### src/design/fan_pwm_pkg.sv
// Purpose: shared constants for the fan pwm and spin-up block
// Assumes: 125 MHz system clock
// Notes: register offsets are the device's byte addresses
package fan_pwm_pkg;
  localparam int CLK_HZ          = 125_000_000;
  // master pwm clock rates
  localparam int MCLK_FAST_HZ    = 360_000;
  localparam int MCLK_SLOW_HZ    = 1_400;
  localparam int FAST_DIV_CYC    = CLK_HZ / MCLK_FAST_HZ;
  localparam int SLOW_DIV_CYC    = CLK_HZ / MCLK_SLOW_HZ;
  // shortest spin-up time, doubled per code step
  localparam int SPINUP_BASE_US  = 50_000;
  localparam int SPINUP_BASE_CYC = (CLK_HZ / 1_000_000) * SPINUP_BASE_US;

  // register offsets
  localparam logic [7:0] ADDR_PWM_CFG  = 8'h4A;
  localparam logic [7:0] ADDR_SPIN_CFG = 8'h4B;
  localparam logic [7:0] ADDR_DUTY     = 8'h4C;
  localparam logic [7:0] ADDR_FREQ     = 8'h4D;

  // values after reset
  localparam logic [7:0] RST_PWM_CFG   = 8'h20;
  localparam logic [7:0] RST_SPIN_CFG  = 8'h3F;
  localparam logic [5:0] RST_DUTY      = 6'h00;
  localparam logic [4:0] RST_FREQ      = 5'h17;

  // field positions
  localparam int CFG_PROG_BIT   = 5;
  localparam int CFG_POL_BIT    = 4;
  localparam int CFG_SLOW_BIT   = 3;
  localparam int SPIN_FAST_BIT  = 5;
  localparam int SPIN_DUTY_LSB  = 3;
  localparam int SPIN_TIME_LSB  = 0;

  // spin-up duty levels in 64ths
  localparam logic [5:0] DUTY_HALF = 6'h20;
  localparam logic [5:0] DUTY_3Q   = 6'h30;
  localparam logic [5:0] DUTY_FULL = 6'h3F;

  typedef enum logic {SPIN_IDLE, SPIN_RUN} spin_state_t;
endpackage

### src/design/lut_select.sv
// Purpose: pick lookup table duty from remote temperature
// Assumes: entries in ascending temperature order
// Notes: highest exceeded entry wins, none gives zero duty
`timescale 1ns/1ns
module lut_select
  import fan_pwm_pkg::*;
#(
  parameter int ENTRIES = 8
) (
  // temperature in
  input  wire logic [6:0]           remote_temp,
  // table contents
  input  wire logic [ENTRIES*7-1:0] lut_temp,
  input  wire logic [ENTRIES*6-1:0] lut_pwm,
  // selected duty
  output wire logic [5:0]           lut_duty
);
  if (ENTRIES < 1) $error("lut_select needs at least one entry");

  wire logic [5:0] chain [0:ENTRIES];
  assign chain[0] = 6'h00;

  genvar i;
  for (i = 0; i < ENTRIES; i++) begin : g_entry
    assign chain[i+1] = (remote_temp > lut_temp[i*7 +: 7]) ? lut_pwm[i*6 +: 6] : chain[i];
  end

  assign lut_duty = chain[ENTRIES];
endmodule

### src/design/pwm_gen.sv
// Purpose: open-drain pwm waveform from duty and divider
// Assumes: duty in 64ths, 63 means always on
// Notes: period is twice the divider in master clock ticks
`timescale 1ns/1ns
module pwm_gen
  import fan_pwm_pkg::*;
#(
  parameter int FAST_DIV = FAST_DIV_CYC,
  parameter int SLOW_DIV = SLOW_DIV_CYC
) (
  // clock and reset
  input  wire logic       clk_sys,
  input  wire logic       rst_n,
  // control
  input  wire logic       slow_sel,
  input  wire logic       invert,
  input  wire logic [4:0] freq_n,
  input  wire logic [5:0] duty,
  // pin enable, low pulls the pin down
  output logic            pwm_oe_n
);
  if (FAST_DIV < 1 || FAST_DIV > 131071 || SLOW_DIV < 1 || SLOW_DIV > 131071)
    $error("pwm_gen divider out of range");

  logic [16:0] tick_cnt_r;
  logic [5:0]  phase_r;
  wire  [16:0] tick_last = slow_sel ? 17'(SLOW_DIV - 1) : 17'(FAST_DIV - 1);
  wire  [4:0]  n_eff     = (freq_n == 5'h00) ? 5'h01 : freq_n;
  wire  [5:0]  period    = {n_eff, 1'b0};
  wire         tick      = (tick_cnt_r >= tick_last);
  wire  [11:0] on_ticks  = 12'(({6'h00, duty} * {6'h00, period}) >> 6);
  wire         fan_on    = (duty == DUTY_FULL) || ({6'h00, phase_r} < on_ticks);
  wire         drive_low = invert ? fan_on : ~fan_on;

  always_ff @(posedge clk_sys or negedge rst_n) begin
    if (!rst_n) begin
      tick_cnt_r <= 17'h00000;
      phase_r    <= 6'h00;
      pwm_oe_n   <= 1'b1;
    end else begin
      tick_cnt_r <= tick ? 17'h00000 : tick_cnt_r + 17'h00001;
      if (tick) begin
        phase_r <= (phase_r >= period - 6'h01) ? 6'h00 : phase_r + 6'h01;
      end
      pwm_oe_n <= ~drive_low;
    end
  end

  property p_phase_wrap;
    @(posedge clk_sys) disable iff (!rst_n)
    (tick && phase_r == period - 6'h01) |=> (phase_r == 6'h00);
  endproperty
  a_phase_wrap: assert property (p_phase_wrap) else $error("pwm phase did not wrap");

  property p_full_on;
    @(posedge clk_sys) disable iff (!rst_n)
    (duty == DUTY_FULL && !invert) |=> pwm_oe_n;
  endproperty
  a_full_on: assert property (p_full_on) else $error("full duty pin not released");
endmodule

### src/design/fan_pwm_spinup.sv
// Purpose: fan pwm output with spin-up control and its registers
// Assumes: byte register port fed by the serial management engine
// Notes: reads answer one cycle after the read strobe
//
// How it works
// - normal spin-up uses duty and time fields
// - fast spin-up full duty, ends on time/tach
// - fast bit forces full duty during spin-up
// - time code zero skips spin-up entirely
// - duty code zero skips unless fast
// - duty codes give half, three quarters, full
// - time codes double from 0.05 s
// - pwm period is twice divider ticks
// - divider zero behaves as one
// - unused upper bits read zero, except pwm config bits 7:6, which read back as written
// - duty register shows table value, read-only, while program bit is clear
// - program bit allows direct duty writes
// - duty register reads zero during spin-up
// - clock select picks 360 kHz or 1.4 kHz
// - program bit gates duty register writes
// - table entry exceeded selects its duty
`timescale 1ns/1ns
module fan_spinup_top
  import fan_pwm_pkg::*;
#(
  parameter int LUT_ENTRIES     = 8,
  parameter int SLOW_DIV        = SLOW_DIV_CYC,
  parameter int SPINUP_BASE     = SPINUP_BASE_CYC
) (
  // clock and reset
  input  wire logic                     clk_sys,
  input  wire logic                     rst_n,
  // register port
  input  wire logic [7:0]               reg_addr,
  input  wire logic [7:0]               reg_wdata,
  input  wire logic                     reg_wr,
  input  wire logic                     reg_rd,
  output logic      [7:0]               reg_rdata,
  // temperature and lookup table
  input  wire logic [6:0]               remote_temp,
  input  wire logic [LUT_ENTRIES*7-1:0] lut_temp,
  input  wire logic [LUT_ENTRIES*6-1:0] lut_pwm,
  // tachometer measurement result
  input  wire logic                     tach_at_setpoint,
  // status toward neighbouring logic
  output logic                          spinup_active,
  output logic      [1:0]               tach_mode,
  output logic                          lut_write_en,
  // open-drain pwm pin
  output logic                          pwm_out,
  output logic                          pwm_oe_n
);
  if (SPINUP_BASE < 1 || SPINUP_BASE > (2147483647 / 64))
    $error("spin-up base out of range");

  // registers
  logic [7:0]  pwm_cfg_r;
  logic [5:0]  spin_cfg_r;
  logic [5:0]  duty_man_r;
  logic [4:0]  freq_r;
  logic        req_zero_r;
  logic [31:0] spin_cnt_r;
  spin_state_t state_r;
  spin_state_t state_nxt;

  // field decode
  wire       prog      = pwm_cfg_r[CFG_PROG_BIT];
  wire       fast      = spin_cfg_r[SPIN_FAST_BIT];
  wire [1:0] duty_code = spin_cfg_r[SPIN_DUTY_LSB +: 2];
  wire [2:0] time_code = spin_cfg_r[SPIN_TIME_LSB +: 3];

  // address decode
  wire sel_cfg  = (reg_addr == ADDR_PWM_CFG);
  wire sel_spin = (reg_addr == ADDR_SPIN_CFG);
  wire sel_duty = (reg_addr == ADDR_DUTY);
  wire sel_freq = (reg_addr == ADDR_FREQ);

  // requested duty
  wire [5:0] lut_duty;
  wire [5:0] duty_req  = prog ? duty_man_r : lut_duty;
  wire       req_nz    = (duty_req != 6'h00);

  lut_select #(
    .ENTRIES (LUT_ENTRIES)
  ) u_lut (
    .remote_temp (remote_temp),
    .lut_temp    (lut_temp),
    .lut_pwm     (lut_pwm),
    .lut_duty    (lut_duty)
  );

  // spin-up decision
  wire spin_allowed = (time_code != 3'h0) && (fast || duty_code != 2'h0);
  wire spin_start   = req_zero_r && req_nz && spin_allowed;
  wire [31:0] spin_len  = 32'(SPINUP_BASE) << (time_code - 3'h1);
  wire spin_timeout = (spin_cnt_r >= spin_len - 32'h1);
  wire spin_tach    = fast && tach_at_setpoint;
  wire spin_end     = spin_timeout || spin_tach || !req_nz;
  wire spinning     = (state_r == SPIN_RUN);

  // spin-up duty
  wire [5:0] code_duty = (duty_code == 2'h1) ? DUTY_HALF :
                         (duty_code == 2'h2) ? DUTY_3Q : DUTY_FULL;
  wire [5:0] spin_duty = fast ? DUTY_FULL : code_duty;
  wire [5:0] duty_out  = spinning ? spin_duty : duty_req;

  always_comb begin
    state_nxt = state_r;
    case (state_r)
      SPIN_IDLE: begin
        if (spin_start) begin
          state_nxt = SPIN_RUN;
        end
      end
      SPIN_RUN: begin
        if (spin_end) begin
          state_nxt = SPIN_IDLE;
        end
      end
      default: state_nxt = SPIN_IDLE;
    endcase
  end

  // read data
  wire [5:0] duty_rd = spinning ? 6'h00 : duty_req;
  wire [7:0] rd_mux  = sel_cfg  ? pwm_cfg_r :
                       sel_spin ? {2'b00, spin_cfg_r} :
                       sel_duty ? {2'b00, duty_rd} :
                       sel_freq ? {3'b000, freq_r} : 8'h00;

  always_ff @(posedge clk_sys or negedge rst_n) begin
    if (!rst_n) begin
      pwm_cfg_r  <= RST_PWM_CFG;
      spin_cfg_r <= RST_SPIN_CFG[5:0];
      freq_r     <= RST_FREQ;
    end else if (reg_wr) begin
      if (sel_cfg) begin
        pwm_cfg_r <= reg_wdata & 8'hFB;
      end
      if (sel_spin) begin
        spin_cfg_r <= reg_wdata[5:0];
      end
      if (sel_freq) begin
        freq_r <= reg_wdata[4:0];
      end
    end
  end

  always_ff @(posedge clk_sys or negedge rst_n) begin
    if (!rst_n) begin
      duty_man_r <= RST_DUTY;
    end else if (reg_wr && sel_duty && prog) begin
      duty_man_r <= reg_wdata[5:0];
    end
  end

  always_ff @(posedge clk_sys or negedge rst_n) begin
    if (!rst_n) begin
      state_r    <= SPIN_IDLE;
      spin_cnt_r <= 32'h00000000;
      req_zero_r <= 1'b1;
    end else begin
      state_r    <= state_nxt;
      spin_cnt_r <= (state_nxt == SPIN_RUN && spinning) ? spin_cnt_r + 32'h1 : 32'h0;
      req_zero_r <= !req_nz;
    end
  end

  always_ff @(posedge clk_sys or negedge rst_n) begin
    if (!rst_n) begin
      reg_rdata     <= 8'h00;
      spinup_active <= 1'b0;
      tach_mode     <= 2'b00;
      lut_write_en  <= 1'b0;
      pwm_out       <= 1'b0;
    end else begin
      if (reg_rd) begin
        reg_rdata <= rd_mux;
      end
      spinup_active <= (state_nxt == SPIN_RUN);
      tach_mode     <= pwm_cfg_r[1:0];
      lut_write_en  <= prog;
      pwm_out       <= 1'b0;
    end
  end

  pwm_gen #(
    .FAST_DIV (FAST_DIV_CYC),
    .SLOW_DIV (SLOW_DIV)
  ) u_pwm (
    .clk_sys  (clk_sys),
    .rst_n    (rst_n),
    .slow_sel (pwm_cfg_r[CFG_SLOW_BIT]),
    .invert   (pwm_cfg_r[CFG_POL_BIT]),
    .freq_n   (freq_r),
    .duty     (duty_out),
    .pwm_oe_n (pwm_oe_n)
  );

  // checks
  property p_read_zero_spin;
    @(posedge clk_sys) disable iff (!rst_n)
    (reg_rd && sel_duty && spinning) |=> (reg_rdata == 8'h00);
  endproperty
  a_read_zero_spin: assert property (p_read_zero_spin) else $error("duty read nonzero in spin");

  property p_no_spin_time0;
    @(posedge clk_sys) disable iff (!rst_n)
    (!spinning && time_code == 3'h0) |=> !spinning;
  endproperty
  a_no_spin_time0: assert property (p_no_spin_time0) else $error("spin-up with time code 0");

  property p_no_spin_duty0;
    @(posedge clk_sys) disable iff (!rst_n)
    (!spinning && duty_code == 2'h0 && !fast) |=> !spinning;
  endproperty
  a_no_spin_duty0: assert property (p_no_spin_duty0) else $error("spin-up with duty code 0");

  property p_fast_full;
    @(posedge clk_sys) disable iff (!rst_n)
    (spinning && fast) |-> (duty_out == DUTY_FULL);
  endproperty
  a_fast_full: assert property (p_fast_full) else $error("fast spin-up not full duty");

  property p_half_duty;
    @(posedge clk_sys) disable iff (!rst_n)
    (spinning && !fast && duty_code == 2'h1) |-> (duty_out == DUTY_HALF);
  endproperty
  a_half_duty: assert property (p_half_duty) else $error("duty code 1 not half");

  property p_tach_end;
    @(posedge clk_sys) disable iff (!rst_n)
    (spinning && fast && tach_at_setpoint) |=> !spinning ##1 !spinup_active;
  endproperty
  a_tach_end: assert property (p_tach_end) else $error("tach did not end spin-up");

  property p_start;
    @(posedge clk_sys) disable iff (!rst_n)
    (!spinning && spin_start) |=> spinning ##0 spinup_active;
  endproperty
  a_start: assert property (p_start) else $error("spin-up did not start");

  property p_freq_hi_zero;
    @(posedge clk_sys) disable iff (!rst_n)
    (reg_rd && sel_freq) |=> (reg_rdata[7:5] == 3'b000);
  endproperty
  a_freq_hi_zero: assert property (p_freq_hi_zero) else $error("freq upper bits nonzero");

  property p_man_write;
    @(posedge clk_sys) disable iff (!rst_n)
    (reg_wr && sel_duty) |=> (duty_man_r == ($past(prog) ? $past(reg_wdata[5:0]) : $past(duty_man_r)));
  endproperty
  a_man_write: assert property (p_man_write) else $error("duty write gating wrong");

  property p_lut_read;
    @(posedge clk_sys) disable iff (!rst_n)
    (reg_rd && sel_duty && !prog && !spinning) |=> (reg_rdata == {2'b00, $past(lut_duty)});
  endproperty
  a_lut_read: assert property (p_lut_read) else $error("duty read not table value");

  property p_time_end;
    @(posedge clk_sys) disable iff (!rst_n)
    (spinning && spin_timeout) |=> !spinning;
  endproperty
  a_time_end: assert property (p_time_end) else $error("spin-up outlived its time");

  c_spin_normal: cover property (@(posedge clk_sys) disable iff (!rst_n) spinning && !fast ##1 !spinning);
  c_spin_fast_tach: cover property (@(posedge clk_sys) disable iff (!rst_n) spinning && spin_tach);
  c_manual_write: cover property (@(posedge clk_sys) disable iff (!rst_n) reg_wr && sel_duty && prog);
endmodule

### config.mk
export PLATFORM = sky130hd
export DESIGN_NAME = fan_spinup_top
export DESIGN_NICKNAME = d
export VERILOG_FILES = /design/src/design/fan_pwm_pkg.sv /design/src/design/lut_select.sv /design/src/design/pwm_gen.sv /design/src/design/fan_pwm_spinup.sv
export SDC_FILE = /design/constraint.sdc
export NUM_CORES = 1
export LEC_CHECK = 0
export CORE_MARGIN = 2
export CORE_UTILIZATION = 55
export CTS_CLUSTER_SIZE = 20
export DETAILED_ROUTE_END_ITERATION = 10
export DONT_BUFFER_PORTS = 1
export PLACE_DENSITY_LB_ADDON = 0.25
export SLEW_MARGIN = 20
export SYNTH_ARGS = -nofsm -noshare
export SYNTH_HDL_FRONTEND = slang
export SYNTH_SLANG_ARGS = --single-unit
### constraint.sdc
create_clock -name clk_sys -period 8.23 [get_ports clk_sys]
set_clock_uncertainty 0.2 [all_clocks]
set_input_delay 0.4115 -clock clk_sys [delete_from_list [all_inputs] [get_ports clk_sys]]
set_output_delay 0.4115 -clock clk_sys [all_outputs]
set_load 0.02 [all_outputs]
After elaboration in Yosys (flattened, before gate mapping)
Index checks and enable logic that the tools add are counted.
{"block": "op_classes", "addsub": 6, "mul": 1, "order_cmp": 12, "n_eq_ne": 7, "shifts": 1, "muxes": 27, "n_bitwise": 3, "n_reduce_logical": 19}
{"operator": "$mux 6", "count": 14}
{"operator": "$gt 7x7->1", "count": 8}
{"operator": "$mux 17", "count": 2}
{"operator": "$add 32x1->32 const B", "count": 1}
{"operator": "$eq 8x7->1 const B", "count": 4}
{"operator": "$ge 32x32->1", "count": 1}
{"operator": "$mux 32", "count": 1}
{"operator": "$shl 23x3->32 const A", "count": 1}
{"operator": "$sub 32x1->32 const B", "count": 1}
{"operator": "$mux 5", "count": 4}
{"operator": "$add 17x1->17 const B", "count": 1}
{"operator": "$ge 17x17->1", "count": 1}
{"operator": "$mul 6x5->11", "count": 1}
{"operator": "$mux 8", "count": 1}
{"operator": "$logic_and 1x1->1", "count": 7}
{"operator": "$add 6x1->6 const B", "count": 1}
{"operator": "$eq 6x6->1 const B", "count": 1}
{"operator": "$ge 6x6->1", "count": 1}
{"operator": "$lt 6x6->1", "count": 1}
{"operator": "$reduce_and 2->1", "count": 3}
{"operator": "$reduce_bool 6->1", "count": 1}
{"operator": "$sub 6x1->6 const B", "count": 1}
{"operator": "$logic_not 5->1", "count": 1}
{"operator": "$logic_or 1x1->1", "count": 4}
{"operator": "10 further kinds", "count": 14}
{"block": "totals", "ff_bits": 93, "output_inout_bits": 14, "word_cells": 89}

Longest topological paths before layout
Gate-level depths: netlist of the first run.
{"block": "logic_depth", "word_depth": 17, "depth_mapped": 30}

Hierarchy
A second synthesis of the first run with hierarchy kept.
{"block": "hier_totals", "hier_cells": 1016, "area_unflattened_um2": 9008.6}
{"mod": "fan_spinup_top", "instances": 1, "cells_each": 446, "area_each_um2": 4410.5, "seq_area_each_um2": 1741.7}
{"mod": "pwm_gen", "instances": 1, "cells_each": 282, "area_each_um2": 2503.7, "seq_area_each_um2": 601.8}
{"mod": "lut_select", "instances": 1, "cells_each": 288, "area_each_um2": 2094.5, "seq_area_each_um2": 0.0}

Least setup slack after synthesis of the first run
OpenSTA, ideal clock, no wires.
{"block": "synth_timing", "path_kind": "input to register", "start": "input remote_temp[0]", "end": "register u_pwm.pwm_oe_n", "setup_ns": 0.075, "arrival_ns": 6.511, "t_required_ns": 7.955, "slack_ns": 1.444, "path_stages": 30, "n_path_buf": 1, "cell_sequence": "inv_1 > ha_1 > nand3_1 > or2_1 > buf_6 > o21a_4 > o311a_1 > o311a_1 > o311ai_1 > o21a_1 > o21ai_0 > or2_2 > fa_1 > fa_1 > fa_1 > inv_1 > ha_1 > nand3_1 > nor2_1 > o2111a_2 > o21ai_1 > a211o_1 > o21bai_2 > xnor2_1 > ha_1 > a21o_1 > a21oi_1 > o2bb2ai_1 > o21ai_1 > xnor2_1"}
{"block": "synth_via", "elab_chain_len": 17}
{"element": "from (decl)", "line_no": "fan_pwm_spinup.sv:40", "text": "input wire logic [6:0] remote_temp,"}
{"element": "$gt 7x7->1", "line_no": "lut_select.sv:25", "text": "assign chain[i+1] = (remote_temp > lut_temp[i*7 +: 7]) ? lut_pwm[i*6 +: 6] : chain[i];"}
{"element": "$mux 6 (7 in series)", "line_no": "lut_select.sv:25"}
{"element": "$mux 6 *", "line_no": "lut_select.sv:25"}
{"element": "$mux 6 *", "line_no": "fan_pwm_spinup.sv:80", "text": "wire [5:0] duty_req = prog ? duty_man_r : lut_duty;"}
{"element": "$mux 6 *", "line_no": "fan_pwm_spinup.sv:105", "text": "wire [5:0] duty_out = spinning ? spin_duty : duty_req;"}
{"element": "$mul 6x5->11", "line_no": "pwm_gen.sv:31", "text": "wire [11:0] on_ticks = 12'(({6'h00, duty} * {6'h00, period}) >> 6);"}
{"element": "$lt 6x6->1", "line_no": "pwm_gen.sv:32", "text": "wire fan_on = (duty == DUTY_FULL) || ({6'h00, phase_r} < on_ticks);"}
{"element": "$logic_or 1x1->1 *", "line_no": "pwm_gen.sv:32"}
{"element": "$not 1->1", "line_no": "pwm_gen.sv:33", "text": "wire drive_low = invert ? fan_on : ~fan_on;"}
{"element": "$mux 1 *", "line_no": "pwm_gen.sv:33"}
{"element": "$not 1->1 *", "line_no": "pwm_gen.sv:45", "text": "pwm_oe_n <= ~drive_low;"}
{"element": "to (signal assigned)", "line_no": "pwm_gen.sv:45"}
{"element": "to (decl)", "line_no": "pwm_gen.sv:20", "text": "output logic pwm_oe_n"}
Mark *: on every way between the ends. The rest lies on a longest branch, timed or not.
A chain may end at the register's enable or synchronous reset.

Worst setup path in the final report of the first run
Ends and elaborated chain as after synthesis.

==> results of run 1 <==
[layout make-up]
cell class                 instances  area, um2
clock buffer                      10        229
inverter                         105        394
sequential                        93       2340
clock inverter                     6       71.3
multi-input combinational        788       5910
tap                              216        270
timing repair buffer              16        170
fill                            1445       6380
[stage by stage]
step	power, uW	instances	cell area [um2]	hold slack [ps]	util, %
2_1_floorplan	731	1013	8790	-84.1	-
3_3_place_gp	793	1205	8940	-81.9	56.7
3_5_place_dp	800	1205	8940	-81.7	56.7
4_1_cts	1250	1231	9360	0.0174	59.3
5_1_grt	1320	1234	9390	0.0478	59.5
6_report	1250	1234	9390	10.1	59.5
[worst max-delay path by stage]
stage / from / to / slack [ps] / depth (start not counted)
2_1_floorplan: remote_temp[0] / u_pwm.pwm_oe_n$_DFF_PN1_ / 1440 / 30
3_3_place_gp: remote_temp[0] / u_pwm.pwm_oe_n$_DFF_PN1_ / 1040 / 27
3_5_place_dp: remote_temp[0] / u_pwm.pwm_oe_n$_DFF_PN1_ / 840 / 27
4_1_cts: remote_temp[0] / u_pwm.pwm_oe_n$_DFF_PN1_ / 1190 / 27
5_1_grt: remote_temp[0] / u_pwm.pwm_oe_n$_DFF_PN1_ / 650 / 29
6_report: remote_temp[0] / u_pwm.pwm_oe_n$_DFF_PN1_ / 1180 / 27
[power by group]
| part | leakage, uW | internal (uW) | switching [uW] |
|---|---|---|---|
| logic | 0.00316 | 133 | 192 |
| clock network | 0.000145 | 240 | 194 |
| registers | 0.00123 | 471 | 18.9 |
| total | 0.00453 | 844 | 405 |
[worst max-delay path, stage by stage]
cell,delay (ps)
inv_1,130
ha_1,330
nand3_1,60
or2_1,300
o21a_4,180
o311a_1,320
o311a_1,340
o311ai_1,270
o21a_1,240
o21ai_0,210
or2_2,380
fa_1,470
fa_1,530
fa_1,550
inv_1,40
ha_1,300
nand3_1,70
nor2_1,40
o2111a_2,170
o21ai_1,190
nand2b_1,130
xnor2_1,150
ha_1,200
or4b_2,640
o211ai_1,220
o21ai_1,120
xnor2_1,140
[cell usage in the layout (no fill, tap or decap), types with 15 or more instances in the layout]
cell type  count
o21ai_0       38
o211ai_1      15
xnor2_1       25
and3_1        24
nand3_1       42
xor2_1        29
dfrtp_1       80
mux2_2        26
ha_1         136
nand4_1       16
a21oi_1       49
a21o_1        16
inv_1        105
nand2_1       63
nor2_1       118
[per-layer routing]
layer / global-route usage [%] / share of wire, % / vias to the layer above
met1: 31.6 / 41 / 3456
met4: 7.82 / 2.3 / 0
met5: 0 / 0 / -
met2: 47.4 / 49 / 236
met3: 6.31 / 6.9 / 36
li1: - / - / 3590
[kinds of logic (layout without fill, tap and decap cells)]
| family | after synthesis | count (layout) | synth area share [%] |
|---|---|---|---|
| simple gates | 341 | 341 | 19.0 |
| compound gates | 215 | 215 | 17.3 |
| fa+ha+maj | 147 | 147 | 21.9 |
| buf+inv | 132 | 137 | 6.05 |
| flops | 93 | 93 | 26.7 |
| xor+xnor | 54 | 54 | 5.39 |
| mux | 29 | 29 | 3.68 |
| other cells | 1 | 2 | 0.0427 |
[registers in the layout (all words and copies together) (netlist names)]
name,cells
spin_cnt_r,32
req_zero_r,1
u_pwm.pwm_oe_n,1
lut_write_en,1
freq_r,5
tach_mode,2
u_pwm.tick_cnt_r,17
reg_rdata,8
u_pwm.phase_r,6
duty_man_r,6
spin_cfg_r,6
pwm_cfg_r,7
spinup_active,1
==> summary.md, run 1 <==
| Metric | Value |
|---|---|
| Layout cells sized above 1 | between 8 and 9% |
| Residual DRC | 0 |
| Die W | 130 um |
| First-pass GRT wire length | roughly 35,000 um |
| # IOs | roughly 150 |
| Synth unique cells | 80 |
| Synth Flop Type | dfrtp_1 |
| Setup slack, reg-to-reg | 2060 ps |
| Worst slack, placed | 838 ps |
| CTS root buf | clkbuf_16 |
| Post-synth EDFFs | 0 |
| Pins Over Slew Limit | 0 |
| Hold Path Origin | reg_wdata[0] |
| Clock Sinks | just over 90 |
| Synthesized flop and latch total | 93 |
| Final worst path period need | 7050 ps |
| Worst r2r src | pwm_cfg_r[5]$_DFFE_PN1P_ |
| Grt ovf | 0 |
| Pwr dens | between 100 and 150 nW/um2 |
| Worst hold stages | 1 |
| ANT cells | 0 |
| Outcome | finished clean |
| Reg2Reg Capture Point | u_pwm.pwm_oe_n$_DFF_PN1_ |
| Top cells by instance count after synthesis | ha_1 (136), nor2_1 (118), inv_1 (105) |
| Rows | 46 |
| Worst Tran Pin Value | 921 ps |
| Worst slew margin | 38.1% |
| CP Data Required Time | ~8300 ps |
| Final wirelength | 22,200 um |
| GP Congestion | around 0.96 |
| Layout Area Growth over Synthesis | 6.91% |
| Worst-skew pair later-pin latency | 360 ps |
| Max Cap Viol | 0 |
| Vias in the first global route | roughly 7k |
| Hold Violations, Final | 0 |
| Worst-path fanout max | 8 |
| TritonCTS clock tree | done |
| Synth Cell Area | ~8800 um2 |
| Core ar. | 15,800 um2 |
| Syn Inst Count | 1,012 |
| Setup TNS | 0 ps |
| Chip height | 130 um |
| Clk buf depth | 2 |
| Hold crit path type | input port to flip-flop |
| Fmax | 142 MHz |
| H-tree Lvls | 3 |
| Final WS setup | 1180 ps |
| Largest cells by area after synthesis | dfrtp_1 (23%), ha_1 (19%), nor2_1 (5.0%), inv_1 (4.5%), dfstp_2 (3.9%) |
| Post-DP HPWL | 17,200 um |
| # hold bufs at CTS | 10 |
| Critical Path Sink Type | flip-flop |
| Die area | between 15,000 and 20,000 um2 |
| Mean area per synthesized cell | 8.68 um2 |
| Final setup viols | 0 |
| Yosys warnings | 0 |
| Drt initial violations | 384 |
| Post-CTS Resized | 0 |
| Peak supply drop | 0.127 mV |
| Largest net degree at the start of global routing | 94 |
| Nets | approximately 1.3k |
| Routed vias | 7,318 |
| Synth area leader | dfrtp_1 |
| Initial antenna violation count | 0 |
| Setup Crit Path Kind | input port to flip-flop |
| PortBufs | 0 |
| Synth top area share | 22.8% |
| Initial Util | 55.7% |
| Via-per-instance ratio | around 6 |
| First drt pass iteration count | 5 |
| Startpoint types | input port |
| Arrival time worst endpoint | 7140 ps |
| Postcts setup bufs | 0 |
| Endpoint, Worst Hold | duty_man_r[0]$_DFFE_PN0P_ |
| Routed length per instance | approximately 18 um |
| RSZ-0062 raised after global routing | false |
| Asr flop ratio synth | 100% |
| Register-to-Register Path Depth | 22 |
| Sequential area share after synthesis | around a quarter |
| Leakage | 0.00453 uW |
| Period utilization | 85.7% |
| Clock slew at reported path FFs | 70 ps |
| Num CTS Buffers | 9 |
| GRT Overall Usage | 26.5% |
| Count leader, synth | ha_1 |
| Routed Antenna Nets | 0 |
No activity file was read; power rests on OpenSTA's default activity.
==> inputs of run 2 (changes only) <==
--- a/config.mk
+++ b/config.mk
@@ -7,6 +7,7 @@
 export LEC_CHECK = 0
 export CORE_MARGIN = 2
 export CORE_UTILIZATION = 55
+export CTS_CLUSTER_DIAMETER = 80
 export CTS_CLUSTER_SIZE = 20
 export DETAILED_ROUTE_END_ITERATION = 10
 export DONT_BUFFER_PORTS = 1
@@ -14,4 +15,5 @@
 export SLEW_MARGIN = 20
 export SYNTH_ARGS = -nofsm -noshare
 export SYNTH_HDL_FRONTEND = slang
+export SYNTH_HIERARCHICAL = 1
 export SYNTH_SLANG_ARGS = --single-unit
==> run 2 against run 1 <==
Highest routed layer is now met5. Hold slack improved by 0.57 ps. Non-clock buffer count decreased by 4. Largest cell class unchanged. Global-route usage increased by 0.059 points.
==> summary.md, run 2 <==
| Metric | Value |
|---|---|
| Outcome | finished clean |
| Core ar. | 15,900 um2 (+1.1%) |
| First-pass GRT wire length | 37,200 um (+6.0%) |
| Final worst path period need | 6800 ps (-251 ps) |
| Synth Cell Area | 9010 um2 (+2.6%) |
| Post-synth EDFFs | 0 (unchanged) |
| Mean area per synthesized cell | 8.87 um2 (+2.2%) |
| Initial Util | 56.5% (+0.82 points) |
| Synth Area in Adders | 21.5% (-0.38 points) |
| Reg2Reg Capture Point | u_pwm/pwm_oe_n$_DFF_PN1_ |
| Layout cells sized above 1 | 9.99% (+1.6 points) |
| Synth top area share | 22.2% (-0.57 points) |
| Hold Violations, Final | 0 (unchanged) |
| Worst-skew pair later-pin latency | 350 ps (about the same) |
| Via-per-instance ratio | 5.98 (+0.78%) |
| Startpoint types | input port |
| Largest family of logic cells by synthesized area | adder cells |
| RSZ-0062 raised after global routing | false |
| Period utilization | 82.7% (-3.1 points) |
| Postcts setup bufs | 0 (unchanged) |
| Grt ovf | 0 (unchanged) |
| Layout Area Growth over Synthesis | 6.81% (about the same) |
| Setup TNS | 0 ps (unchanged) |
| Register-to-Register Path Depth | 19 (-14%) |
| Drt initial violations | 452 (+18%) |
| Count leader, synth | ha_1 |
| Hold Path Origin | reg_wdata[3] |
| PortBufs | 0 (unchanged) |
| Worst slew margin | 35.0% (-3.1 points) |
| Worst hold stages | 1 (unchanged) |
| Sequential area share after synthesis | 26.0% (-0.67 points) |
| Worst slack, placed | 1120 ps (+281 ps) |
| Leakage | 0.00450 uW (-0.56%) |
| H-tree Lvls | 3 (unchanged) |
| Synth Flop Type | dfrtp_1 |
| Chip height | 132 um (+1.2%) |
| Critical Path Sink Type | flip-flop |
| Worst Tran Pin Value | 971 ps (+50.3 ps) |
| Residual DRC | 0 (unchanged) |
| Mux contribution to synthesized area | 4.10% (+0.42 points) |
| Worst r2r src | pwm_cfg_r[5]$_DFFE_PN1P_ |
| Synth unique cells | 84 (+5.0%) |
| CP Data Required Time | 8310 ps (about the same) |
| Synth Area in XOR/XNOR | 5.83% (+0.45 points) |
| Hold_ws | 10.7 ps (+0.570 ps) |
| Pwr dens | 138 nW/um2 (+4.1%) |
| Top cells by instance count after synthesis | ha_1 (134), nor2_1 (100), inv_1 (92) |
| Finished Layout Cells | 1,239 (+0.41%) |
| Worst-path fanout max | 13 (+5) |
| Yosys warnings | 6 (+6) |
| Complex-gate fraction of the synthesized area | 16.5% (-0.81 points) |
| Initial antenna violation count | 2 (+2) |
| Die W | 132 um (+1.2%) |
| Final WS setup | 1430 ps (+251 ps) |
| Routed Antenna Nets | 0 (unchanged) |
| Clock Sinks | 93 (unchanged) |
| Synthesized flop and latch total | 93 (unchanged) |
| Most frequent cells in the layout | ha_1 (134), nor2_1 (100), inv_1 (92) |
| Num CTS Buffers | 9 (unchanged) |
| Largest regs | spin_cnt_r: 32 flops, u_pwm/tick_cnt_r: 17 flops, reg_rdata: 8 flops |
| Asr flop ratio synth | 100% (unchanged) |
| Cell Area, Placed | 9160 um2 (+2.4%) |
| Endpoint, Worst Hold | duty_man_r[3]$_DFFE_PN0P_ |
| Pins Over Slew Limit | 0 (unchanged) |
| Largest net degree at the start of global routing | 94 (unchanged) |
| Arrival time worst endpoint | 6880 ps (-260 ps) |
| Vias in the first global route | 7,157 (+2.7%) |
| Setup Crit Path Kind | input port to flip-flop |
| CTS root buf | clkbuf_16 |
| Simple-gate share of the synthesized area | 20.7% (+1.7 points) |
| GRT Overall Usage | 26.5% (+0.059 points) |
| Cell count after placement | 1,210 (+0.41%) |
| Clk buf depth | 2 (unchanged) |
| Top reg by flops | spin_cnt_r |
| Max Cap Viol | 0 (unchanged) |
| Commonest non-fill, non-tap cell in the layout | ha_1 |
| Syn Inst Count | 1,016 (+0.40%) |
| First drt pass iteration count | 5 (unchanged) |
| Fmax | 147 MHz (+3.7%) |
| Clock slew at reported path FFs | 70 ps (about the same) |
| Peak supply drop | 0.103 mV (-19%) |
| Largest register FFs | 32 (unchanged) |
| Routed vias | 7,405 (+1.2%) |
| Final wirelength | 22,500 um (+1.3%) |
| TritonCTS clock tree | done |
| Post-DP HPWL | 17,200 um (-0.22%) |
| Largest cells by area after synthesis | dfrtp_1 (22%), ha_1 (19%), nor2_1 (4.2%), xor2_1 (4.1%), mux2_2 (3.9%) |
| Die area | 17,400 um2 (+2.5%) |
| Hold crit path type | input port to flip-flop |
| Synth area leader | dfrtp_1 |
| Post-Layout Inst Area | 9620 um2 (+2.5%) |
| GP Congestion | 0.877 (-8.2%) |
| Final setup viols | 0 (unchanged) |
| Rows | 46 (unchanged) |
| Nets | 1,293 (+0.077%) |
| Routed length per instance | 18.2 um (+0.94%) |
| # IOs | 146 (unchanged) |
| Setup slack, reg-to-reg | 2540 ps (+480 ps) |
==> run 2: changes by cell type in the layout (fill, tap and decap cells not counted), moves of 6 or more <==
cell     before  now
nor2_1      118  100
xor2_1       29   42
xnor2_1      25   18
inv_1       105   92
and2_1        9   18
a21o_1       16    5
and3_1       24   11
a21oi_1      49   55
a22oi_1       1    8
nand2_1      63   77
a22o_1        0    6
nor3_1       13   21
==> run 2: through the flow <==
stage	util, %	total power, uW
2_1_floorplan	-	787
6_report	60.4	1330
3_3_place_gp	57.4	847
3_5_place_dp	57.4	854
5_1_grt	60.3	1420
4_1_cts	60.3	1340
==> run 2: where the power goes <==
part           switching [uW]  internal [uW]  leakage (uW)
Sequential               28.9            475       0.00122
Combinational             219            144       0.00312
Clock                     188            277      0.000159
==> run 2: kinds of logic after synthesis <==
| family | Yosys count |
|---|---|
| xor+xnor | 60 |
| other cells | 1 |
| buf+inv | 116 |
| mux | 33 |
| simple gates | 351 |
| fa+ha+maj | 149 |
| flops | 93 |
| compound gates | 213 |
==> run 2: timing repair <==
item                      CTS  global route
gates resized for setup     0             0
hold buffers               10             1
hold endpoints to repair  115             1
==> run 2: worst max-delay path by stage <==
stage / startpoint / to / slack, ps / depth (start not counted)
after floorplan: lut_temp[34] / u_pwm/pwm_oe_n$_DFF_PN1_ / 1960 / 28
after global placement: remote_temp[0] / u_pwm/pwm_oe_n$_DFF_PN1_ / 1300 / 27
after detailed placement: remote_temp[0] / u_pwm/pwm_oe_n$_DFF_PN1_ / 1120 / 27
after CTS: remote_temp[0] / u_pwm/pwm_oe_n$_DFF_PN1_ / 1490 / 27
after global routing: remote_temp[0] / u_pwm/pwm_oe_n$_DFF_PN1_ / 910 / 28
final: remote_temp[0] / u_pwm/pwm_oe_n$_DFF_PN1_ / 1430 / 27
==> run 2: cell type report <==
class,instances,area [um2]
Antenna cell,2,5.00
Multi-Input combinational cell,808,6190
Clock buffer,10,239
Tap cell,216,270
Sequential cell,93,2340
Clock inverter,6,93.8
Timing Repair Buffer,12,135
Fill cell,1404,6320
Inverter,92,345
==> run 2: critical path: stages <==
cell,delay (ps)
inv_1,270
ha_1,200
nand3b_1,110
a21oi_1,100
o31ai_4,550
nand3_1,300
o211ai_1,260
o21ai_1,80
mux2_2,330
o21a_1,240
nand2_1,110
fa_1,440
fa_1,520
fa_1,540
inv_1,40
ha_1,280
nand3_1,70
o21ai_0,320
a21oi_1,180
a21oi_1,330
a21oi_1,130
xor2_1,150
ha_1,320
a41oi_1,100
and3_1,190
a21oi_1,150
xnor2_1,150
==> run 2: metal layers <==
layer  track usage (%)  vias up  share of wire, %
met3              6.11       49               6.4
met5                 0        -             0.058
met1              36.2     3492                46
li1                  -     3635                 -
met4              11.8        2               3.4
met2              40.2      227                44
